### src/glcs_defs.svh
// Register offsets, field positions, reset values and the level sense off code of the gain loop config bank
`ifndef GLCS_DEFS_SVH
`define GLCS_DEFS_SVH

`define GLCS_ADDR_W 6
`define GLCS_ADDR_GAIN 6'h1B
`define GLCS_ADDR_SENSE 6'h1C

`define GLCS_DGAIN_HI 7
`define GLCS_DGAIN_LO 6
`define GLCS_FGAIN_HI 5
`define GLCS_FGAIN_LO 3
`define GLCS_SETPT_HI 2
`define GLCS_SETPT_LO 0
`define GLCS_ORDER_BIT 6
`define GLCS_REL_HI 5
`define GLCS_REL_LO 4
`define GLCS_ABS_HI 3
`define GLCS_ABS_LO 0

`define GLCS_GAIN_RESET 8'h03
`define GLCS_SENSE_RESET 7'h40
`define GLCS_ABS_OFF 4'h8
`define GLCS_BASE_RESET 8'hFF

`endif

### src/glcs_cfg_unused_note.sv
// Intentionally empty companion file
`default_nettype none
`default_nettype wire

### src/glcs_pkg.sv
// Types shared by the gain loop and carrier sense configuration bank
`default_nettype none
package glcs_pkg;

    typedef struct packed {
        logic [1:0] digital_gain_ceiling;
        logic [2:0] front_gain_ceiling;
        logic [2:0] amplitude_setpoint;
        logic gain_reduction_order;
    } glcs_gain_cfg_s;

    typedef struct packed {
        logic [7:0] gain_ceiling_and_target_reg;
        logic [6:0] gain_order_and_sense_thresholds_reg;
        logic [7:0] rssi_base_reg;
        logic cs_reg;
        logic [7:0] rd_data_reg;
        logic rd_valid_reg;
    } glcs_state_s;

endpackage
`default_nettype wire

### src/glcs_cfg.sv
// Gain loop and carrier sense configuration registers with carrier sense decision
// ***************************************************************
// ***************************************************************
`include "glcs_defs.svh"
`default_nettype none
module glcs_cfg
    import glcs_pkg::*;
(
    input wire logic core_clk,
    input wire logic rst_n,
    input wire logic [`GLCS_ADDR_W-1:0] reg_addr,
    input wire logic reg_wr_en,
    input wire logic [7:0] reg_wr_data,
    input wire logic reg_rd_en,
    output logic [7:0] reg_rd_data,
    output logic reg_rd_valid,
    input wire logic [7:0] rssi_db,
    input wire logic cs_restart,
    output glcs_gain_cfg_s gain_cfg,
    output logic [5:0] setpoint_db,
    output logic carrier_sense
);

    // ***************************************************************
    // Lookups
    // ***************************************************************
    function automatic logic [5:0] setpoint_to_db(input logic [2:0] code);
        unique case (code)
            3'h0: setpoint_to_db = 6'h18;
            3'h1: setpoint_to_db = 6'h1B;
            3'h2: setpoint_to_db = 6'h1E;
            3'h3: setpoint_to_db = 6'h21;
            3'h4: setpoint_to_db = 6'h24;
            3'h5: setpoint_to_db = 6'h26;
            3'h6: setpoint_to_db = 6'h28;
            3'h7: setpoint_to_db = 6'h2A;
        endcase
    endfunction

    function automatic logic [3:0] rise_step_db(input logic [1:0] code);
        unique case (code)
            2'h0: rise_step_db = 4'h0;
            2'h1: rise_step_db = 4'h6;
            2'h2: rise_step_db = 4'hA;
            2'h3: rise_step_db = 4'hE;
        endcase
    endfunction

    glcs_state_s state_reg;
    glcs_state_s state_next;

    logic [1:0] rel_code;
    logic [3:0] abs_code;
    logic rel_on;
    logic abs_on;
    logic [7:0] rise_db;
    logic rel_hit;
    logic signed [9:0] level_thr;
    logic abs_hit;
    logic cs_next;

    assign rel_code = state_reg.gain_order_and_sense_thresholds_reg[`GLCS_REL_HI:`GLCS_REL_LO];
    assign abs_code = state_reg.gain_order_and_sense_thresholds_reg[`GLCS_ABS_HI:`GLCS_ABS_LO];

    // ***************************************************************
    // Carrier sense decision
    // ***************************************************************
    // rise and level sensing enables
    assign rel_on = (rel_code != 2'h0);
    assign abs_on = (abs_code != `GLCS_ABS_OFF);
    // Baseline is the lowest RSSI since restart; a reading below it gives zero rise, not a wrap
    assign rise_db = (rssi_db > state_reg.rssi_base_reg) ? rssi_db - state_reg.rssi_base_reg
                                                         : 8'h00;
    assign rel_hit = (rise_db >= {4'h0, rise_step_db(rel_code)});
    assign level_thr = $signed({4'h0, setpoint_db}) + $signed({{6{abs_code[3]}}, abs_code});
    assign abs_hit = ($signed({2'b00, rssi_db}) >= level_thr);

    always_comb
    begin
        if (rel_on && abs_on)
            cs_next = rel_hit && abs_hit;
        else if (rel_on)
            cs_next = rel_hit;
        else if (abs_on)
            cs_next = abs_hit;
        else
            cs_next = 1'b0;
    end

    // ***************************************************************
    // Register port and state update
    // ***************************************************************
    always_comb
    begin
        state_next = state_reg;
        state_next.rd_valid_reg = reg_rd_en;
        if (reg_wr_en && reg_addr == `GLCS_ADDR_GAIN)
        begin
            state_next.gain_ceiling_and_target_reg = reg_wr_data;
        end
        if (reg_wr_en && reg_addr == `GLCS_ADDR_SENSE)
        begin
            state_next.gain_order_and_sense_thresholds_reg = reg_wr_data[6:0];
        end
        if (reg_rd_en)
        begin
            if (reg_addr == `GLCS_ADDR_GAIN)
                state_next.rd_data_reg = state_reg.gain_ceiling_and_target_reg;
            else if (reg_addr == `GLCS_ADDR_SENSE)
                state_next.rd_data_reg = {1'b0, state_reg.gain_order_and_sense_thresholds_reg};
            else
                state_next.rd_data_reg = 8'h00;
        end
        if (cs_restart || rssi_db < state_reg.rssi_base_reg)
            state_next.rssi_base_reg = rssi_db;
        // Restart drops the indication until the new baseline is judged
        state_next.cs_reg = cs_restart ? 1'b0 : cs_next;
    end

    always_ff @(posedge core_clk or negedge rst_n)
    begin
        if (!rst_n)
        begin
            state_reg.gain_ceiling_and_target_reg <= `GLCS_GAIN_RESET;
            state_reg.gain_order_and_sense_thresholds_reg <= `GLCS_SENSE_RESET;
            state_reg.rssi_base_reg <= `GLCS_BASE_RESET;
            state_reg.cs_reg <= 1'b0;
            state_reg.rd_data_reg <= 8'h00;
            state_reg.rd_valid_reg <= 1'b0;
        end
        else
        begin
            state_reg <= state_next;
        end
    end

    // ***************************************************************
    // Outputs
    // ***************************************************************
    assign gain_cfg.digital_gain_ceiling =
        state_reg.gain_ceiling_and_target_reg[`GLCS_DGAIN_HI:`GLCS_DGAIN_LO];
    assign gain_cfg.front_gain_ceiling =
        state_reg.gain_ceiling_and_target_reg[`GLCS_FGAIN_HI:`GLCS_FGAIN_LO];
    assign gain_cfg.amplitude_setpoint =
        state_reg.gain_ceiling_and_target_reg[`GLCS_SETPT_HI:`GLCS_SETPT_LO];
    assign gain_cfg.gain_reduction_order =
        state_reg.gain_order_and_sense_thresholds_reg[`GLCS_ORDER_BIT];
    assign setpoint_db = setpoint_to_db(gain_cfg.amplitude_setpoint);
    assign carrier_sense = state_reg.cs_reg;
    assign reg_rd_data = state_reg.rd_data_reg;
    assign reg_rd_valid = state_reg.rd_valid_reg;

    // ***************************************************************
    // Assertions
    // ***************************************************************
    property p_dgain_write;
        @(posedge core_clk) disable iff (!rst_n)
        reg_wr_en && reg_addr == `GLCS_ADDR_GAIN
            |=> gain_cfg.digital_gain_ceiling == $past(reg_wr_data[7:6]);
    endproperty
    a_dgain_write: assert property (p_dgain_write) else $error("digital ceiling not stored");

    property p_fgain_write;
        @(posedge core_clk) disable iff (!rst_n)
        reg_wr_en && reg_addr == `GLCS_ADDR_GAIN
            |=> gain_cfg.front_gain_ceiling == $past(reg_wr_data[5:3]);
    endproperty
    a_fgain_write: assert property (p_fgain_write) else $error("front ceiling not stored");

    property p_setpoint_db;
        @(posedge core_clk) disable iff (!rst_n)
        (gain_cfg.amplitude_setpoint == 3'h5 |-> setpoint_db == 6'h26) and
        (gain_cfg.amplitude_setpoint == 3'h0 |-> setpoint_db == 6'h18);
    endproperty
    a_setpoint_db: assert property (p_setpoint_db) else $error("setpoint dB wrong");

    property p_order_write;
        @(posedge core_clk) disable iff (!rst_n)
        reg_wr_en && reg_addr == `GLCS_ADDR_SENSE
            |=> gain_cfg.gain_reduction_order == $past(reg_wr_data[`GLCS_ORDER_BIT]);
    endproperty
    a_order_write: assert property (p_order_write) else $error("order bit not stored");

    property p_order_hold;
        @(posedge core_clk) disable iff (!rst_n)
        !(reg_wr_en && reg_addr == `GLCS_ADDR_SENSE)
            |=> $stable(gain_cfg.gain_reduction_order);
    endproperty
    a_order_hold: assert property (p_order_hold) else $error("order changed without write");

    property p_reserved_zero;
        @(posedge core_clk) disable iff (!rst_n)
        reg_rd_en && reg_addr == `GLCS_ADDR_SENSE |=> reg_rd_valid && !reg_rd_data[7];
    endproperty
    a_reserved_zero: assert property (p_reserved_zero) else $error("reserved bit set");

    property p_rel_only;
        @(posedge core_clk) disable iff (!rst_n)
        rel_on && !abs_on && !cs_restart |=> carrier_sense == $past(rel_hit);
    endproperty
    a_rel_only: assert property (p_rel_only) else $error("rise sensing wrong");

    property p_abs_only;
        @(posedge core_clk) disable iff (!rst_n)
        !rel_on && abs_on && !cs_restart |=> carrier_sense == $past(abs_hit);
    endproperty
    a_abs_only: assert property (p_abs_only) else $error("level sensing wrong");

    property p_abs_offset;
        @(posedge core_clk) disable iff (!rst_n)
        abs_code == 4'hF |-> level_thr == $signed({4'h0, setpoint_db}) - 10'sd1;
    endproperty
    a_abs_offset: assert property (p_abs_offset) else $error("offset not signed");

    property p_both_off;
        @(posedge core_clk) disable iff (!rst_n)
        rel_code == 2'h0 && abs_code == `GLCS_ABS_OFF |=> !carrier_sense;
    endproperty
    a_both_off: assert property (p_both_off) else $error("sense while disabled");

    property p_both_on;
        @(posedge core_clk) disable iff (!rst_n)
        rel_on && abs_on && !cs_restart |=> carrier_sense == $past(rel_hit && abs_hit);
    endproperty
    a_both_on: assert property (p_both_on) else $error("combined sensing wrong");

    c_rel_sense: cover property (@(posedge core_clk) disable iff (!rst_n)
        rel_on && !abs_on ##1 carrier_sense);
    c_abs_sense: cover property (@(posedge core_clk) disable iff (!rst_n)
        abs_on && !rel_on ##1 carrier_sense);
    c_both_sense: cover property (@(posedge core_clk) disable iff (!rst_n)
        rel_on && abs_on ##1 carrier_sense);

endmodule
`default_nettype wire

### config.mk
export PLATFORM = sky130hd
export DESIGN_NAME = glcs_cfg
export DESIGN_NICKNAME = d
export VERILOG_FILES = /design/src/glcs_cfg_unused_note.sv /design/src/glcs_pkg.sv /design/src/glcs_cfg.sv
export VERILOG_INCLUDE_DIRS = /design/src
export SDC_FILE = /design/constraint.sdc
export NUM_CORES = 1
export LEC_CHECK = 0
export ABC_AREA = 1
export BUFFER_PORTS_ARGS = -buffer_cell sky130_fd_sc_hd__buf_2
export CAP_MARGIN = 10
export CORE_ASPECT_RATIO = 1.25
export CORE_MARGIN = 2
export CORE_UTILIZATION = 51
export DETAILED_ROUTE_END_ITERATION = 10
export PLACE_DENSITY_LB_ADDON = 0.08
export SYNTH_ARGS = -nofsm -noshare
export SYNTH_HDL_FRONTEND = slang
export SYNTH_SLANG_ARGS = --single-unit
### constraint.sdc
create_clock -name core_clk -period 3 [get_ports core_clk]
set_clock_uncertainty 0.2 [all_clocks]
set_input_delay 0.3 -clock core_clk [delete_from_list [all_inputs] [get_ports core_clk]]
set_output_delay 0.3 -clock core_clk [all_outputs]
set_load 0.01 [all_outputs]
==> reports/results.txt <==
status: finished, violations left
failing checks: setup timing
WL/cell: 12.51 um
pin count of the biggest net entering global routing: 34
YS warnings: 0
core box area: 5116 um^2
R2R cell count: 19
WS Path Type: flop to flop
nature of the critical path endpoint: flop
Final min period: 3.099 ns
Final setup viols: 1
terminus of the critical flop-to-flop path: carrier_sense
#FFs+latches synth: 33
pwr/cell area: 537.7 nW/um^2
slew margin rel.: 0.5067
antenna-violating nets left: 0
synthesized area per cell: 7.538 um^2
flop-to-flop setup slack: -0.1 ns
Max Clk Rate: 322.7 MHz
Cells after Synth: 360
Reg-to-Reg Start: gain_cfg[1]
Die Height: 85.56 um
die area: 5924 um^2
Antenna Cells: 0
DP HPWL: 4.718 mm
share of layout cells above drive strength 1: 0.3515
Yosys cell types: 37
max cap viols: 0
# nets final: 478
gr ovfl total: 0
Clk Latency, worst-skew pair: 0.28 ns
CTS sink cnt: 33
Site Rows: 29
WP data required: 3.02 ns
initial antenna violation count: 0
Hold Vio Cnt, Final: 0
vias in the first global route: 2336
DR pass1 iterations: 4
Avg Vias per Cell: 4.957
global-route usage over all layers: 0.2141
Static Leak: 1.796 nW
Synth top area share: 0.2029
io pins: 52
Setup WS post-layout: -0.09852 ns
final period utilization: 1.033
setup TNS: -0.09852 ns
VDD IR max: 270.5 uV
Area contributors post-synth: dfrtp_1, ha_1, nand2_1, dfstp_2, inv_1
Post-Route WL: 6.042 mm
total number of vias: 2394
H-tree depth: 2
CTS tree: yes
max FFs per register: 9
sequential element share of the synthesized area: 0.3094
hold_sp: reg_wr_data[7]
CP Launch Type: flop
Synth Net Count: 418
Root Buffer: clkbuf_8
hold path depth: 2
DIE WIDTH: 69.25 um
Post-Syn Area: 2714 um^2
PortBufs: 51
worst hold path endpoint: gain_cfg[8]
HP Class: input pin to flop
initial core utilization: 0.5304
critical path peak fanout: 4
post-layout util: 0.6444
Slew Limit Fails: 0
DRC: 0
critical path arrival: 3.12 ns
Area Overhead vs Synth: 21.48%
first-pass GRT wire length: 10.24 mm
GP Congestion: 0.9282
CTS Buf Count: 5
Starting DRT DRC Count: 51
Slew @ Worst Pin: 0.7399 ns
RSZ-0062 raised after global routing: true
post-synth top area cell: dfrtp_1
Clock Pin Slew Worst Setup and Hold Paths: 0.07 ns
clock tree buffer depth: 2
cell usage after synthesis:
cell type	count
nand3_1	19
o21ai_1	3
ha_1	29
xnor2_1	1
o21a_1	3
o221ai_1	3
dfstp_2	11
mux2_4	1
fa_1	2
clkinv_2	1
nand2_4	2
or2_1	1
nand2_1	86
o211ai_1	1
nand4_1	5
nor3b_2	1
clkbuf_1	3
nor3_4	1
o21ai_2	11
xor2_1	4
buf_2	1
nor2_1	27
a21o_1	1
nand2_2	2
o21ai_0	16
inv_1	66
nor2_2	1
nand3b_1	1
dfrtp_1	22
buf_6	2
buf_4	17
a211oi_1	1
nor3b_1	1
a21oi_2	2
a21boi_2	1
a21oi_1	7
a31oi_1	4
where the power goes:
group          leakage, nW  switching (mW)  total (mW)  internal, mW
registers            0.401          0.0463       0.565         0.519
clock network       0.0439           0.172       0.332         0.160
logic                 1.35           0.492       0.876         0.384
stage by stage:
| step | cell area [um^2] | total power, mW | hold slack [ns] | std cells | setup WS [ns] |
|---|---|---|---|---|---|
| floorplan | 2723 | 1.115 | -0.1956 | 360 | 0.01629 |
| global placement | 3032 | 1.333 | 0.2128 | 469 | -0.09852 |
| detailed placement | 3032 | 1.352 | 0.2122 | 469 | -0.1517 |
| CTS | 3172 | 1.720 | 0.03213 | 479 | -0.03255 |
| global route | 3297 | 1.937 | 0.04194 | 483 | -0.2658 |
| finish | 3297 | 1.773 | 0.04412 | 483 | -0.09852 |
worst max-delay path: stages (launching register included):
cell and delay (ns):
dfstp_2 0.59, inv_2 0.07, ha_4 0.27, o21ai_4 0.07, fa_2 0.40, a21oi_2 0.13, o21ai_1 0.08, xor2_1 0.16
ha_1 0.30, nand2_2 0.11, inv_2 0.03, nand2_1 0.04, nand2_1 0.07, nand2_2 0.09, inv_2 0.04, nor2_2 0.08
nand3_2 0.07, nand3_2 0.07, nand2_1 0.06, nor2_1 0.09
what timing repair did:
item | CTS | global route
pin swaps | 14 | 25
gates resized for setup | 10 | 27
cloned | 0 | 0
hold buffers | 1 | 0
setup endpoints to repair | 1 | 1
setup buffers | 1 | 4
hold endpoints to repair | 22 | 0
placed cells by master, fill, tap and decap left out, types with 11 or more instances in the layout:
| cell type | synthesis | layout |
|---|---|---|
| dfstp_2 | 11 | 11 |
| dfrtp_1 | 22 | 22 |
| nand2_1 | 86 | 78 |
| inv_1 | 66 | 62 |
| nor2_1 | 27 | 22 |
| buf_4 | 17 | 24 |
| ha_1 | 29 | 24 |
| buf_2 | 1 | 51 |
| o21ai_2 | 11 | 12 |
| nand3_1 | 19 | 15 |
how the worst max path moves through the flow:
stage,to,cells past startpoint,slack (ns),startpoint
floorplan,carrier_sense,21,0.02,gain_cfg[1]
global placement,carrier_sense,18,-0.1,gain_cfg[1]
detailed placement,carrier_sense,18,-0.15,gain_cfg[1]
CTS,carrier_sense,18,-0.03,gain_cfg[1]
global route,carrier_sense,22,-0.27,gain_cfg[1]
finish,carrier_sense,19,-0.1,gain_cfg[1]
area by class of cell:
type | count | area, um^2
Clock buffer | 5 | 68.82
Clock inverter | 3 | 17.52
Fill cell | 457 | 1819
Inverter | 67 | 252.7
Multi-Input combinational cell | 237 | 1595
Sequential cell | 33 | 839.6
Tap cell | 62 | 77.57
Timing Repair Buffer | 76 | 445.4
kinds of logic after synthesis:
logic type / share of synthesized area
compound gates: 0.1296
simple gates: 0.2365
xor+xnor: 0.01614
mux: 0.005531
fa+ha+maj: 0.1485
flops: 0.3094
buf+inv: 0.1544
layer usage:
metal  vias to the layer above  wire [um]  global-route usage
li1                       1247          -                   -
met1                      1090       2438              0.2434
met2                        46       3297              0.4082
met3                        11        198             0.03643
met4                         0        107             0.06239
met5                         -          0                   0
No activity file was read; power rests on OpenSTA's default activity.
